[src/hdl/rww_consts.svh]
`ifndef RWW_CONSTS_SVH
`define RWW_CONSTS_SVH

// clock rate and printed times
`define CLK_MHZ         50
`define T_RST_EXT_US    1000
`define T_NREQ_MS       150
`define T_WD_INT_MS     150
`define T_WD_RES_MS     100
`define T_SENSE_BASE_MS 10

// short filters and windows, in clock cycles
`define RST_FILT_CYC    16
`define LIN_FILT_CYC    150
`define HS_ON_CYC       50

`define CNT_W           24

// wake source record bit positions
`define WAKE_LINE_BIT   0
`define WAKE_LIN_BIT    1
`define WAKE_TIMER_BIT  2

// synchroniser reset value, all pins idle high
`define SYNC_IDLE       4'hF

`endif

[src/hdl/rww_pkg.sv]
package rww_pkg;

	typedef enum logic [2:0] {
		ST_RESET,
		ST_NORM_REQ,
		ST_NORMAL,
		ST_STOP,
		ST_SLEEP
	} mode_t;

endpackage

[src/hdl/reset_wakeup_window_watchdog.sv]
// Function
// - lin driver off on fault, back when recessive
// - reset pin low while source active
// - reset low further 1.0 ms after source
// - reset from supply, watchdog, sleep wake, pin
// - regulator overtemp disables regulator, sets flag
// - sleep wake runs full reset sequence
// - external reset pin forces reset state, except in sleep
// - external reset ends without extension
// - stop wake irq, sleep wake reset; recorded
// - no record for chip select, pin wake
// - wake line enable bit; line state readable
// - line in analog mux blocks its wake
// - cyclic sense pulses outputs, samples line
// - cyclic sense or forced wake, exclusive
// - chip select rising edge wakes from stop
// - lin wake: long dominant then recessive
// - receive only blocks lin wake in stop
// - pin wake from stop to normal request
// - mode bits write clears the watchdog
// - closed half clear or timeout resets host
// - grounded strap disables watchdog, sampled in reset
// - open strap uses internal 150 ms timebase
// - prescaler divides; 150 ms normal request timeout
// - irq low until source register read, high while reset is driven
`timescale 1ns/1ps
`include "rww_consts.svh"

module reset_wakeup_window_watchdog #(
	parameter int unsigned EXT_CYC        = `T_RST_EXT_US * `CLK_MHZ,
	parameter int unsigned NREQ_CYC       = `T_NREQ_MS * 1000 * `CLK_MHZ,
	parameter int unsigned WD_INT_CYC     = `T_WD_INT_MS * 1000 * `CLK_MHZ,
	parameter int unsigned WD_RES_CYC     = `T_WD_RES_MS * 1000 * `CLK_MHZ,
	parameter int unsigned SENSE_BASE_CYC = `T_SENSE_BASE_MS * 1000 * `CLK_MHZ
) (
	input  wire logic        clock_i,                     // system clock
	input  wire logic        rst_i,                       // synchronous reset
	input  wire logic        vdd_low_i,                   // supply below reset threshold
	input  wire logic        reg_overtemp_i,              // regulator overtemperature
	input  wire logic        lin_overtemp_i,              // lin driver overtemperature
	input  wire logic        txd_dom_fault_i,             // transmit stuck dominant
	input  wire logic        rxd_short_i,                 // receive line short
	input  wire logic        txd_i,                       // transmit input, high recessive
	input  wire logic        rst_pin_i,                   // reset pin level
	input  wire logic        cs_i,                        // spi chip select level
	input  wire logic        lin_rx_i,                    // lin bus level, low dominant
	input  wire logic        wake_input_line_i,           // wake input line level
	input  wire logic        wake_line_enable_i,          // wake line enable bit
	input  wire logic        wake_line_in_mux_i,          // line routed to analog mux
	input  wire logic [1:0]  high_side_enable_i,          // high side enable bits
	input  wire logic        cyclic_or_watchdog_select_i, // timer enable bit
	input  wire logic [1:0]  sense_period_field_i,        // sense period select
	input  wire logic [1:0]  wd_prescale_i,               // watchdog prescaler
	input  wire logic        receive_only_bit_i,          // lin receive only bit
	input  wire logic        watchdog_strap_gnd_i,        // strap pin grounded
	input  wire logic        watchdog_strap_res_i,        // strap resistor found
	input  wire logic        mode_bits_write_i,           // spi write to mode bits
	input  wire logic        cmd_normal_i,                // command normal mode
	input  wire logic        cmd_stop_i,                  // command stop mode
	input  wire logic        cmd_sleep_i,                 // command sleep mode
	input  wire logic        int_src_read_i,              // source register read
	output logic             rst_pin_o,                   // reset pin drive level
	output logic             rst_pin_oe_o,                // reset pin drive enable
	output logic             irq_n_o,                     // interrupt, active low
	output logic             lin_driver_en_o,             // lin driver enable
	output logic             regulator_en_o,              // regulator enable
	output logic             regulator_overtemp_flag_o,   // regulator overtemp flag
	output logic             watchdog_off_flag_o,         // watchdog strapped off
	output logic             watchdog_fault_flag_o,       // strap open, internal base
	output logic             wake_line_state_o,           // wake line state
	output logic [1:0]       high_side_output_o,          // high side drive
	output logic [2:0]       wake_source_o,               // wake source record
	output rww_pkg::mode_t   mode_o                       // operating mode
);
	import rww_pkg::*;

	localparam int W = `CNT_W;

	function automatic logic is_low_power(input mode_t m);
		return (m == ST_STOP) || (m == ST_SLEEP);
	endfunction

	logic [3:0]   sync1;
	logic [3:0]   sync2;
	logic         cs_d;
	logic [2:0]   own_hist;
	logic [7:0]   filt_cnt;
	logic         ext_rst;
	logic [W-1:0] ext_cnt;
	logic         wd_fail_q;
	logic         nreq_to_q;
	logic         sleep_wake_q;
	logic [W-1:0] wd_cnt;
	logic [W-1:0] nreq_cnt;
	logic [W-1:0] lp_cnt;
	logic [7:0]   lin_cnt;
	logic         lin_armed;
	logic         line_ref;
	logic         mux_block;
	logic         irq_pend;
	logic         lp;
	logic         int_src;
	logic         rst_drive;
	logic         cs_rise;
	logic         cyclic;
	logic         timer_end;
	logic         wake_line;
	logic         wake_lin;
	logic         wake_timer;
	logic [2:0]   wake_set;
	logic [W-1:0] wd_limit;
	logic [W-1:0] wd_half;
	logic [W-1:0] sense_period;
	logic         lin_fault;

	// synchronisers: {cs, lin, line, reset pin}
	always_ff @(posedge clock_i) begin
		if (rst_i) begin
			sync1 <= `SYNC_IDLE;
			sync2 <= `SYNC_IDLE;
			cs_d  <= 1'b1;
		end else begin
			sync1 <= {cs_i, lin_rx_i, wake_input_line_i, rst_pin_i};
			sync2 <= sync1;
			cs_d  <= sync2[3];
		end
	end

	assign lp      = is_low_power(mode_o);
	assign cs_rise = sync2[3] & ~cs_d;

	// external reset filter; own drive and its echo are masked
	always_ff @(posedge clock_i) begin
		if (rst_i) begin
			own_hist <= 3'h0;
			filt_cnt <= 8'h00;
			ext_rst  <= 1'b0;
		end else begin
			own_hist <= {own_hist[1:0], rst_pin_oe_o};
			if (sync2[0] || (|own_hist) || rst_pin_oe_o || mode_o == ST_SLEEP) begin
				filt_cnt <= 8'h00;
				ext_rst  <= 1'b0;
			end else if (filt_cnt == 8'(`RST_FILT_CYC - 1)) begin
				ext_rst <= 1'b1;
			end else begin
				filt_cnt <= filt_cnt + 8'h01;
			end
		end
	end

	// internal sources and the extended low period
	assign int_src = (vdd_low_i && mode_o != ST_SLEEP) | wd_fail_q | nreq_to_q
		| sleep_wake_q;

	always_ff @(posedge clock_i) begin
		if (rst_i) begin
			ext_cnt <= W'(EXT_CYC);
		end else if (int_src) begin // external low never loads it
			ext_cnt <= W'(EXT_CYC);
		end else if (ext_cnt != '0) begin
			ext_cnt <= ext_cnt - W'(1);
		end
	end

	assign rst_drive    = int_src | (ext_cnt != '0);
	assign rst_pin_oe_o = rst_drive;
	assign rst_pin_o    = 1'b0;

	// strap sampling happens only in reset mode
	always_ff @(posedge clock_i) begin
		if (rst_i) begin
			watchdog_off_flag_o   <= 1'b0;
			watchdog_fault_flag_o <= 1'b0;
		end else if (mode_o == ST_RESET) begin
			watchdog_off_flag_o   <= watchdog_strap_gnd_i;
			watchdog_fault_flag_o <= !watchdog_strap_gnd_i && !watchdog_strap_res_i;
		end
	end

	// window watchdog
	assign wd_limit = (watchdog_fault_flag_o ? W'(WD_INT_CYC) : W'(WD_RES_CYC))
		>> wd_prescale_i;
	assign wd_half  = wd_limit >> 1;

	always_ff @(posedge clock_i) begin
		if (rst_i) begin
			wd_cnt    <= '0;
			wd_fail_q <= 1'b0;
		end else if (mode_o == ST_NORMAL && !watchdog_off_flag_o && !wd_fail_q) begin
			wd_fail_q <= (mode_bits_write_i && wd_cnt < wd_half)
				|| (!mode_bits_write_i && wd_cnt >= wd_limit - W'(1));
			wd_cnt    <= mode_bits_write_i ? '0 : wd_cnt + W'(1);
		end else begin
			wd_cnt    <= '0;
			wd_fail_q <= 1'b0;
		end
	end

	// normal request timeout
	always_ff @(posedge clock_i) begin
		if (rst_i || mode_o != ST_NORM_REQ) begin
			nreq_cnt  <= '0;
			nreq_to_q <= 1'b0;
		end else begin
			nreq_cnt  <= nreq_cnt + W'(1);
			nreq_to_q <= !cmd_normal_i && nreq_cnt == W'(NREQ_CYC - 1);
		end
	end

	// low power timer: cyclic sense or forced wake
	assign cyclic       = cyclic_or_watchdog_select_i && (|high_side_enable_i);
	assign sense_period = W'(SENSE_BASE_CYC) << sense_period_field_i;
	assign timer_end    = lp && cyclic_or_watchdog_select_i && lp_cnt == '0;

	always_ff @(posedge clock_i) begin
		if (rst_i) begin
			lp_cnt             <= '0;
			line_ref           <= 1'b0;
			mux_block          <= 1'b0;
			high_side_output_o <= 2'h0;
			wake_line_state_o  <= 1'b0;
		end else begin
			wake_line_state_o <= sync2[1];
			if (!lp) begin
				lp_cnt    <= sense_period - W'(1);
				line_ref  <= sync2[1];
				mux_block <= wake_line_in_mux_i;
			end else begin
				lp_cnt <= (lp_cnt == '0) ? sense_period - W'(1) : lp_cnt - W'(1);
				if (!cyclic) begin
					line_ref <= line_ref;
				end else if (timer_end) begin
					line_ref <= sync2[1];
				end
			end
			high_side_output_o <= (lp && cyclic && lp_cnt < W'(`HS_ON_CYC))
				? high_side_enable_i : 2'h0;
		end
	end

	// lin wake filter
	always_ff @(posedge clock_i) begin
		if (rst_i || !lp || sync2[2]) begin
			lin_cnt   <= 8'h00;
			lin_armed <= 1'b0;
		end else if (lin_cnt == 8'(`LIN_FILT_CYC)) begin
			lin_armed <= 1'b1;
		end else begin
			lin_cnt <= lin_cnt + 8'h01;
		end
	end

	assign wake_line  = lp && wake_line_enable_i && !mux_block && sync2[1] != line_ref
		&& (!cyclic || timer_end);
	assign wake_timer = timer_end && !cyclic;
	assign wake_lin   = lp && lin_armed && sync2[2]
		&& !(mode_o == ST_STOP && receive_only_bit_i);

	// chip select and pin wakes leave no record
	always_comb begin
		wake_set = 3'h0;
		wake_set[`WAKE_LINE_BIT]  = wake_line;
		wake_set[`WAKE_LIN_BIT]   = wake_lin;
		wake_set[`WAKE_TIMER_BIT] = wake_timer;
	end

	// source record and interrupt; a new event wins over the read
	always_ff @(posedge clock_i) begin
		if (rst_i) begin
			wake_source_o <= 3'h0;
			irq_pend      <= 1'b0;
			sleep_wake_q  <= 1'b0;
		end else begin
			wake_source_o <= (int_src_read_i ? 3'h0 : wake_source_o) | wake_set;
			irq_pend      <= (irq_pend && !int_src_read_i)
				|| (mode_o == ST_STOP && (|wake_set));
			sleep_wake_q  <= mode_o == ST_SLEEP && (|wake_set);
		end
	end

	assign irq_n_o = !(irq_pend && !rst_drive);

	// fault protection
	assign lin_fault = lin_overtemp_i || txd_dom_fault_i || rxd_short_i;

	always_ff @(posedge clock_i) begin
		if (rst_i) begin
			lin_driver_en_o           <= 1'b0;
			regulator_en_o            <= 1'b1;
			regulator_overtemp_flag_o <= 1'b0;
		end else begin
			if (lin_fault) begin
				lin_driver_en_o <= 1'b0;
			end else if (txd_i) begin
				lin_driver_en_o <= 1'b1;
			end
			regulator_en_o            <= !reg_overtemp_i && mode_o != ST_SLEEP;
			regulator_overtemp_flag_o <= reg_overtemp_i;
		end
	end

	// operating mode
	always_ff @(posedge clock_i) begin
		if (rst_i) begin
			mode_o <= ST_RESET;
		end else if (mode_o != ST_SLEEP && (rst_drive || ext_rst)) begin
			mode_o <= ST_RESET;
		end else begin
			case (mode_o)
				ST_RESET: begin
					if (regulator_overtemp_flag_o) begin
						mode_o <= ST_SLEEP;
					end else begin
						mode_o <= watchdog_strap_gnd_i ? ST_NORMAL : ST_NORM_REQ;
					end
				end
				ST_NORM_REQ: begin
					if (cmd_normal_i) begin
						mode_o <= ST_NORMAL;
					end
				end
				ST_NORMAL: begin
					if (cmd_sleep_i) begin
						mode_o <= ST_SLEEP;
					end else if (cmd_stop_i) begin
						mode_o <= ST_STOP;
					end
				end
				ST_STOP: begin
					if ((|wake_set) || cs_rise) begin
						mode_o <= watchdog_off_flag_o ? ST_NORMAL : ST_NORM_REQ;
					end
				end
				ST_SLEEP: begin
					if (|wake_set) begin
						mode_o <= ST_RESET;
					end
				end
				default: begin
					mode_o <= ST_RESET;
				end
			endcase
		end
	end
endmodule

[config.mk]
export PLATFORM = sky130hd
export DESIGN_NAME = reset_wakeup_window_watchdog
export DESIGN_NICKNAME = d
export VERILOG_FILES = /design/src/hdl/rww_pkg.sv /design/src/hdl/reset_wakeup_window_watchdog.sv
export VERILOG_INCLUDE_DIRS = /design/src /design/src/hdl
export SDC_FILE = /design/constraint.sdc
export NUM_CORES = 1
export LEC_CHECK = 0
export BUFFER_PORTS_ARGS = -buffer_cell sky130_fd_sc_hd__clkbuf_2
export CORE_AREA = 10 10 176 178
export CTS_CLUSTER_DIAMETER = 30
export DETAILED_ROUTE_END_ITERATION = 8
export DIE_AREA = 0 0 186 188
export GPL_TIMING_DRIVEN = 0
export PLACE_DENSITY = 0.55
export REMOVE_ABC_BUFFERS = 1
export SYNTH_ARGS = -nofsm -noshare
export SYNTH_HDL_FRONTEND = slang
export SYNTH_SLANG_ARGS = --single-unit
[constraint.sdc]
create_clock -name clock_i -period 3.87 [get_ports clock_i]
set_input_delay 0.5805 -clock clock_i [delete_from_list [all_inputs] [get_ports clock_i]]
set_output_delay 0.5805 -clock clock_i [all_outputs]
set_load 0.05 [all_outputs]
After elaboration in Yosys (flattened, before gate mapping)
Index checks and enable logic that the tools add are counted.
{ "totals": {"in_bits": 29, "wordCells": 151, "output_inout_bits": 17, "regBits": 146} }
{ "op_classes": {"shift": 2, "n_lt_le_gt_ge": 3, "muxes": 16, "bitwise": 9, "addsub": 8, "n_reduce_logical": 70, "n_eq_ne": 16} }
{ "ops": {"columns": ["op", "n"], "rows": [
  ["24-bit by 1-bit subtractor with 24-bit output, second input constant", 4],
  ["24-bit by 1-bit adder with 24-bit output, second input constant", 2],
  ["24-bit 2-to-1 mux", 2],
  ["1-bit logical AND", 27],
  ["24-bit by 23-bit equality test with 1-bit output, second input constant", 1],
  ["24-bit greater-or-equal comparator", 1],
  ["24-bit zero test", 1],
  ["24-bit by 23-bit less-than comparator with 1-bit output", 1],
  ["24-bit by 6-bit less-than comparator with 1-bit output, second input constant", 1],
  ["24-bit nonzero test", 1],
  ["19-bit by 2-bit << shifter with 24-bit output, first input constant", 1],
  ["23-bit by 2-bit >> shifter with 24-bit output", 1],
  ["22-bit 2-to-1 mux", 1],
  ["3-bit 2-to-1 mux", 7],
  ["8-bit by 1-bit adder with 8-bit output, second input constant", 2],
  ["3-bit one-hot mux with 5 select lines", 1],
  ["1-bit zero test", 14],
  ["1-bit logical OR", 14],
  ["2-bit OR reduction", 7],
  ["3-bit OR reduction", 3],
  ["8-bit by 4-bit equality test with 1-bit output, second input constant", 1],
  ["8-bit equality test, second input constant", 1],
  ["3-bit by 2-bit equality test with 1-bit output, second input constant", 2],
  ["2-bit by 1-bit != test with 1-bit output, second input constant", 3],
  ["other kinds (15)", 25]
]} }

Logic depth before layout (Yosys ltp)
Gate-level depths: netlist (run 1).
{ "logic_depth": {"depth_word": 10, "depth_mapped": 18} }

Worst setup path after synthesis (run 1)
OpenSTA, ideal clock, no wires.
{ "synth_path": {"path_kind": "register -> register", "from": "register watchdog_fault_flag_o", "to": "register wd_fail_q", "period_less_slack_ps": 4129, "setup_slack_ps": -259, "setup_time_ps": 128, "t_required_ps": 3742, "stages_incl_launch_ff": 16, "t_arrival_ps": 4001, "path_buffers": 2, "path_cell_list": "dfxtp_1 > clkbuf_1 > inv_1 > ha_1 > buf_1 > a21oi_1 > or4_1 > a21oi_1 > xnor2_1 > ha_1 > a21oi_1 > nor2_1 > a2111o_1 > o311ai_0 > a211o_1 > o31ai_1"} }
{ "synth_between": {"elab_chain_len": 6} }
{ "synth_rtl": {"columns": ["element", "line", "rtl"], "rows": [
  ["start: declaration", "reset_wakeup_window_watchdog.sv:69", "output logic watchdog_fault_flag_o,"],
  ["start signal: assignment", "reset_wakeup_window_watchdog.sv:176", "watchdog_fault_flag_o <= !watchdog_strap_gnd_i && !watchdog_strap_res_i;"],
  ["22-bit 2-to-1 mux *", "reset_wakeup_window_watchdog.sv:181", "assign wd_limit = (watchdog_fault_flag_o ? W'(WD_INT_CYC) : W'(WD_RES_CYC))"],
  ["23-bit by 2-bit >> shifter with 24-bit output *", "reset_wakeup_window_watchdog.sv:181", null],
  ["24-bit by 1-bit subtractor with 24-bit output", "reset_wakeup_window_watchdog.sv:191", "|| (!mode_bits_write_i && wd_cnt >= wd_limit - W'(1));"],
  ["24-bit greater-or-equal comparator", "reset_wakeup_window_watchdog.sv:191", null],
  ["1-bit logical AND", "reset_wakeup_window_watchdog.sv:191", null],
  ["1-bit logical OR *", "reset_wakeup_window_watchdog.sv:191", null],
  ["end signal: assignment", "reset_wakeup_window_watchdog.sv:190", "wd_fail_q <= (mode_bits_write_i && wd_cnt < wd_half)"],
  ["end: declaration", "reset_wakeup_window_watchdog.sv:90", "logic wd_fail_q;"]
]} }
Every way passes the cells marked *; elsewhere a longest branch is shown, timed or not.
A chain may end at the register's enable or synchronous reset.

Final worst setup path (run 1)
{ "layout_path": {"from": "input wd_prescale_i[0]", "to": "register wd_fail_q"} }
{ "layout_between": {"elab_chain_len": 5} }
{ "layout_rtl": {"columns": ["element", "line", "rtl"], "rows": [
  ["start: declaration", "reset_wakeup_window_watchdog.sv:53", "input wire logic [1:0] wd_prescale_i,"],
  ["23-bit by 2-bit >> shifter with 24-bit output *", "reset_wakeup_window_watchdog.sv:181", null],
  ["24-bit by 1-bit subtractor with 24-bit output", "reset_wakeup_window_watchdog.sv:191", null],
  ["24-bit greater-or-equal comparator", "reset_wakeup_window_watchdog.sv:191", null],
  ["1-bit logical AND", "reset_wakeup_window_watchdog.sv:191", null],
  ["1-bit logical OR *", "reset_wakeup_window_watchdog.sv:191", null]
]} }
Marks and branches as above.

==> Implementation_results.wiki, run 1 <==
{| class="wikitable"
! Metric !! Value
|-
| Result of the run || finished, final reports clean
|-
| HP Start || wake_input_line_i
|-
| Maximum fanout encountered on the critical timing path || 15
|-
| Commonest cells post-synth || 146 x dfxtp_1, 133 x nor2_1, 67 x nand2_1
|-
| Delay-heaviest family, CP || compound AO/OA/AOI/OAI gates
|-
| Row cnt || 61
|-
| Slew headroom || approximately 28%
|-
| First DRT Iteration DRCs || 435
|-
| Number of buffer cells added on primary ports || between 40 and 50
|-
| Number of H-tree levels || 4
|-
| Number of hold violations in the final report || 0
|-
| Dominant register cell in the synthesized netlist || dfxtp_1
|-
| Fin area || around 9400 sq um
|-
| # fillers || 2908
|-
| Die height || ~190 um
|-
| Power per cell area || roughly 370 nW/um^2
|-
| Antenna violations before repair || 0
|-
| Worst reg2reg path startpoint || watchdog_fault_flag_o
|-
| Worst-skew pair later-pin latency || 0.42 ns
|-
| Arrival time worst endpoint || between 3 and 4 ns
|-
| Number of cells produced by synthesis || 976
|-
| Vias in the first global route || roughly 6500
|-
| Path type of the worst setup path || in -> reg
|-
| Count of nets after finishing || roughly 1100
|-
| RSZ-0062 raised after global routing || false
|-
| # clock sinks || between 100 and 150
|-
| Hold Path Sink || sync1[1]
|-
| Share of total power in the clock network || a little under half
|-
| Max clock buf depth || 2
|-
| Cell variety after synth || 68
|-
| Average cell area after synthesis || about 8.3 sq um
|-
| Number of buffer and inverter instances along the worst setup path || 2
|-
| Internal power summed over all cells || roughly 0.0026 W
|-
| Largest voltage drop on the vdd net || approximately 240 uV
|-
| Detailed-route via count || 6861
|-
| Synth area leader || dfxtp_1
|-
| Number of clock buffers inserted by TritonCTS || 17
|-
| Mean routed wirelength per cell || 14.1 um
|-
| GRT Resource Usage Total || between 10 and 15%
|-
| Syn-to-layout area delta || 15.0%
|-
| Share of post-route cells with drive strength above 1 || about an eighth
|-
| Cell chosen for the clock root || clkbuf_16
|-
| Antenna Cells || 0
|-
| Aggregate negative setup slack || 0 ns
|-
| Slowest library cell on the worst path || or4_1
|-
| Final setup violation count || 0
|-
| Final RePlAce weighted congestion || ~0.83
|-
| Static leakage power || approximately 3.5 nW
|-
| Utilization of the core after routing || between 30% and 40%
|-
| Total of max-cap violations || 0
|-
| Min cycle time layout || 3.70 ns
|-
| Setup clock skew after layout || 0.0101 ns
|-
| NetSw || 0.000880 W
|-
| Width of the chip || 186 um
|-
| Effective utilization at floorplan || between 20 and 30%
|-
| Clock tree from TritonCTS || done
|-
| Switch share || 25.6%
|-
| Hold-fix buffers, CTS || 0
|-
| Worst reg2reg path endpoint || wd_fail_q
|-
| Kind of start point of the critical path || primary input
|-
| Worst reg-to-reg setup slack || 0.20 ns
|-
| Most numerous cell on the critical path || a21oi_1
|-
| Total core area || ~27000 sq um
|-
| DRC violation count after routing || 0
|-
| Most common cell in the netlist || dfxtp_1
|-
| Worst Hold Path Cells || 2
|-
| Proportion of power drawn by flip-flops and latches || around 45%
|-
| CP cell instances || clkbuf_4 -> clkinvlp_4 -> ha_4 -> nor2_4 -> a21oi_1 -> or4_1 -> a21oi_1 -> xnor2_1 -> ha_1 -> a21oi_1 -> nor2_1 -> a2111o_1 -> o311ai_2 -> a211o_1 -> o31ai_1
|-
| Clock transition at path regs || around 0.070 ns
|-
| Sequential cell area fraction in the yosys report || between 30% and 40%
|-
| Fin. max-slew vios || 0
|-
| Actual slew at the worst max-slew pin || approximately 1.1 ns
|-
| Period Utilization, post-route || approximately 96%
|-
| Critical path data required time || about 4.2 ns
|-
| Share of the synthesized area in the top cell type || between 30% and 40%
|-
| Kind of path behind the tightest hold check || in -> reg
|-
| Delay of the slowest cell on the worst path || 0.55 ns
|-
| Area enclosed by the die boundary || 35000 sq um
|-
| Placed cell area || between 8000 and 9000 sq um
|-
| Post-placement cell count || between 1000 and 1500
|-
| Warnings from Yosys || 0
|-
| Proportion of synthesized flip-flops having asynchronous set or reset || 0%
|-
| Number of synthesized flops with an enable pin || 0
|-
| Residual antenna-violating net count after detailed routing || 0
|-
| Biggest area contributors in the synthesized netlist || dfxtp_1 36%, ha_1 8.9%, nor2_1 6.1%
|-
| Routed vias/inst || about 5
|-
| Detailed-route wire length || a little under 20000 um
|-
| Number of synthesized register bits || 146
|-
| Largest net degree at the start of global routing || 50
|-
| Count of non-filler cells in the finished layout || ~1400
|-
| Depth of the worst register-to-register path || 14
|-
| Combinational share of power || about 9%
|-
| Drt pass-1 iters || 5
|-
| Sum of overflow across all layers after global routing || 0
|-
| DPL Wire Length || between 10000 and 15000 um
|-
| Global-route wire length before repair || between 30000 and 40000 um
|-
| Type of element capturing the critical path || flip-flop
|-
| Fmax || about 270 MHz
|-
| I/O pins || 46
|-
| Area of the mapped netlist || 8140 sq um
|}
cell usage in the layout (no fill, tap or decap), types with 11 or more instances in the layout:
cell,count
nor3_1,28
or3_1,16
a211oi_1,12
nand2_1,67
dfxtp_1,145
nand4_1,13
xor2_1,55
ha_1,55
or2_2,14
nor2_1,132
clkbuf_2,42
a21oi_1,65
xnor2_1,39
o21ai_0,31
clkbuf_16,17
nor2b_1,11
nand3_1,41
and3_1,15
mux2i_1,12
nor4_1,16
inv_1,31
power by group through the flow:
stage               registers [W]  clock network, W  logic, W
floorplan                 0.00159                 0  0.000183
global placement          0.00158                 0  0.000279
detailed placement        0.00158                 0  0.000282
CTS                       0.00155           0.00163  0.000293
global route              0.00155           0.00169  0.000343
finish                    0.00155           0.00158  0.000306
how the worst max path moves through the flow:
| stage | start | to | slack (ns) | depth (start not counted) |
|---|---|---|---|---|
| after floorplan | watchdog_fault_flag_o | wd_fail_q | -0.32 | 14 |
| after CTS | wd_prescale_i[0] | wd_fail_q | 0.03 | 15 |
| final | wd_prescale_i[0] | wd_fail_q | 0.17 | 15 |
| after detailed placement | watchdog_fault_flag_o | wd_fail_q | -1.12 | 14 |
| after global placement | watchdog_fault_flag_o | wd_fail_q | -1.22 | 14 |
| after global routing | watchdog_fault_flag_o | wd_fail_q | 0.01 | 14 |
what timing repair did:
action	CTS	global route
resized for setup	12	10
setup buffers	3	7
setup endpoints to repair	1	1
pin swaps	0	1
cloned	0	0
cells by family (layout without fill, tap and decap cells):
group | after synthesis | after routing | share of synthesized area, %
AO/OA/AOI/OAI | 178 | 178 | 14.1
XOR/XNOR | 94 | 94 | 10.1
adder cells (fa/ha/maj) | 58 | 58 | 8.91
buffers and inverters | 75 | 120 | 3.53
flip-flops | 146 | 146 | 35.9
multiplexers | 14 | 14 | 1.74
other | 2 | 2 | 0.0922
AND/OR/NAND/NOR | 409 | 409 | 25.6
through the flow:
stage                     hold slack (ns)  worst slack (ns)  total power [W]
after detailed placement            0.403             -1.12          0.00187
after CTS                           0.308            0.0289          0.00347
final                               0.329             0.174          0.00344
after global placement              0.391             -1.22          0.00186
after global routing                0.312            0.0107          0.00359
after floorplan                     0.389            -0.321          0.00177
registers in the layout, indices dropped and copies added (netlist names), 3 cells and up:
register and count:
mode_o 3, sync2 4, wake_source_o 3, wd_cnt 24, filt_cnt 8, sync1 4
ext_cnt 24, lp_cnt 24, nreq_cnt 24, lin_cnt 8, own_hist 3
cell type report:
cell class	instances	area, sq um	share of cell area, %
Tap cell	346	433	4.62
Clock inverter	13	129	1.38
Sequential cell	146	2930	31.2
Inverter	34	139	1.48
Timing Repair Buffer	54	304	3.25
Multi-Input combinational cell	755	4990	53.3
Clock buffer	19	443	4.73
layer usage:
metal | track usage [%] | wire length, um | vias to the layer above
met5 | 0 | 0 | -
met4 | 4.28 | 259 | 0
met3 | 2.73 | 908 | 17
met2 | 16.8 | 8610 | 139
met1 | 14.9 | 9460 | 3193
li1 | - | - | 3512
Power figures use the tool's default switching activity.
==> inputs of run 2 (changes only) <==
--- a/config.mk
+++ b/config.mk
@@ -12,7 +12,7 @@
 export DETAILED_ROUTE_END_ITERATION = 8
 export DIE_AREA = 0 0 186 188
 export GPL_TIMING_DRIVEN = 0
-export PLACE_DENSITY = 0.55
+export PLACE_DENSITY = 0.42
 export REMOVE_ABC_BUFFERS = 1
 export SYNTH_ARGS = -nofsm -noshare
 export SYNTH_HDL_FRONTEND = slang
==> run 2 against run 1 <==
Effect of this change:
- largest power group unchanged
- total power grew 3.8%
- worst hold slack gained 0.0061 ns
- largest cell class unchanged
- wire length grew 6.4%
- highest routed layer unchanged
- utilization is the same
==> Implementation_results.wiki, run 2 (same netlist as run 1, synthesis figures left out) <==
{| class="wikitable"
! Metric !! Value
|-
| Number of buffer cells added on primary ports || 44
|-
| Routing usage on met3 || 2.67%
|-
| Count of non-filler cells in the finished layout || 1362
|-
| Period Utilization, post-route || between 90% and 100%
|-
| Die height || ~190 um
|-
| Final RePlAce weighted congestion || roughly 0.81
|-
| Final setup violation count || 0
|-
| Routed vias/inst || roughly 5.0
|-
| Slew headroom || between 30 and 40%
|-
| Hold Path Sink || sync1[1]
|-
| Static leakage power || around 3.6 nW
|-
| Min cycle time layout || approximately 3.7 ns
|-
| Vias in the first global route || 6641
|-
| Max clock buf depth || 2
|-
| Number of H-tree levels || 4
|-
| RSZ-0062 raised after global routing || false
|-
| Worst reg2reg path startpoint || watchdog_fault_flag_o
|-
| NetSw || around 0.00089 W
|-
| Fin area || ~9400 sq um
|-
| Total core area || approximately 27000 sq um
|-
| Kind of start point of the critical path || primary input
|-
| Share of total power in the clock network || around half
|-
| DRC violation count after routing || 0
|-
| Number of hold violations in the final report || 0
|-
| Antenna Cells || 0
|-
| Actual slew at the worst max-slew pin || between 1 and 1.5 ns
|-
| Width of the chip || 186 um
|-
| Result of the run || finished, final reports clean
|-
| Number of buffer and inverter instances along the worst setup path || 2
|-
| Clock tree from TritonCTS || done
|-
| Arrival time worst endpoint || 3.96 ns
|-
| Total of max-cap violations || 0
|-
| Global-route layer with the greatest usage || met2
|-
| Global-route track usage on met1 || 16.1%
|-
| HP Start || wake_input_line_i
|-
| Commonest cells after routing, fill and taps aside || 145 x dfxtp_1, 132 x nor2_1, 67 x nand2_1
|-
| Clock transition at path regs || about 0.070 ns
|-
| Most numerous cell on the critical path || a21oi_1
|-
| Slowest library cell on the worst path || or4_1
|-
| Type of element capturing the critical path || flip-flop
|-
| Utilization of the core after routing || 34.1%
|-
| Placed cell area || between 8000 and 9000 sq um
|-
| Detailed-route via count || slightly below 7000
|-
| Cell chosen for the clock root || clkbuf_16
|-
| Share of post-route cells with drive strength above 1 || between 10% and 20%
|-
| Switch share || approximately a quarter
|-
| # fillers || 2947
|-
| Total chip power || between 0.003 and 0.004 W
|-
| Delay of the slowest cell on the worst path || 0.55 ns
|-
| Worst-skew pair later-pin latency || roughly 0.42 ns
|-
| Largest voltage drop on the vdd net || between 200 and 300 uV
|-
| Fmax || approximately 270 MHz
|-
| Row cnt || 61
|-
| Count of nets after finishing || about 1100
|-
| Post-placement cell count || roughly 1300
|-
| Area enclosed by the die boundary || around 35000 sq um
|-
| Hold-fix buffers, CTS || 0
|-
| I/O pins || 46
|-
| GRT Resource Usage Total || between 10% and 20%
|-
| Internal power summed over all cells || about 0.0027 W
|-
| Power per cell area || around 380 nW/um^2
|-
| Combinational share of power || roughly 8.5%
|-
| Detailed-route wire length || 20500 um
|-
| Worst reg-to-reg setup slack || roughly 0.20 ns
|-
| Setup clock skew after layout || about 0.012 ns
|-
| Residual antenna-violating net count after detailed routing || 0
|-
| Largest net degree at the start of global routing || 50
|-
| Depth of the worst register-to-register path || 14
|-
| Met2 usage in global routing || about a fifth
|-
| Proportion of power drawn by flip-flops and latches || between 40 and 50%
|-
| Effective utilization at floorplan || 29.6%
|-
| Kind of path behind the tightest hold check || in -> reg
|-
| Leading cell type in the layout, fill and taps excluded || dfxtp_1
|-
| Mean routed wirelength per cell || roughly 15 um
|-
| Path type of the worst setup path || in -> reg
|-
| Drt pass-1 iters || 4
|-
| Sum of overflow across all layers after global routing || 0
|-
| Worst Hold Path Cells || 2
|-
| Aggregate negative setup slack || 0 ns
|-
| Syn-to-layout area delta || 15.0%
|-
| Maximum fanout encountered on the critical timing path || 15
|-
| Antenna violations before repair || 0
|-
| # clock sinks || roughly 150
|-
| Global-route wire length before repair || 34200 um
|-
| Critical path data required time || 4.14 ns
|-
| Delay-heaviest family, CP || compound AO/OA/AOI/OAI gates
|-
| First DRT Iteration DRCs || 292
|-
| Worst reg2reg path endpoint || wd_fail_q
|-
| Fin. max-slew vios || 0
|-
| Number of clock buffers inserted by TritonCTS || 17
|-
| DPL Wire Length || approximately 15000 um
|-
| CP cell instances || clkbuf_4 -> inv_1 -> ha_4 -> nor2_4 -> a21oi_1 -> or4_1 -> a21oi_1 -> xnor2_1 -> ha_1 -> a21oi_1 -> nor2_1 -> a2111o_1 -> o311ai_2 -> a211o_1 -> o31ai_1
|}
run 2: how the worst max path moves through the flow:
stage	cells past startpoint	start	slack, ns	endpoint
after floorplan	14	watchdog_fault_flag_o	-0.32	wd_fail_q
after global placement	14	watchdog_fault_flag_o	-1.31	wd_fail_q
after detailed placement	14	watchdog_fault_flag_o	-1.26	wd_fail_q
after CTS	14	watchdog_fault_flag_o	0.01	wd_fail_q
after global routing	14	watchdog_fault_flag_o	0.02	wd_fail_q
final	15	wd_prescale_i[0]	0.18	wd_fail_q
run 2: power by group through the flow:
stage               logic, W  registers [W]  clock network, W
detailed placement  0.000288        0.00158                 0
global placement    0.000287        0.00158                 0
floorplan           0.000183        0.00159                 0
CTS                 0.000301        0.00155           0.00178
finish              0.000303        0.00155           0.00172
global route        0.000341        0.00155           0.00185
run 2: what timing repair did:
item,in CTS,in global routing
setup buffers,3,3
setup endpoints to repair,1,1
resized for setup,17,3
run 2: per-stage QoR:
stage,worst slack [ns],hold slack (ns)
global route,0.0217,0.323
CTS,0.0118,0.311
floorplan,-0.321,0.389
detailed placement,-1.26,0.397
finish,0.185,0.335
global placement,-1.31,0.393
run 2: cell type report:
cell class | count | area, sq um | share of cell area (%)
tap | 346 | 433 | 4.62
clock buffer | 18 | 439 | 4.69
inverter | 34 | 133 | 1.42
sequential | 146 | 2930 | 31.2
clock inverter | 13 | 173 | 1.84
multi-input combinational | 755 | 4990 | 53.3
timing repair buffer | 50 | 270 | 2.89
run 2: per-layer routing:
metal	up-vias	share of wire [%]
met2	97	45
met5	-	0
met4	0	0.93
li1	3514	-
met1	3138	50
met3	11	3.6
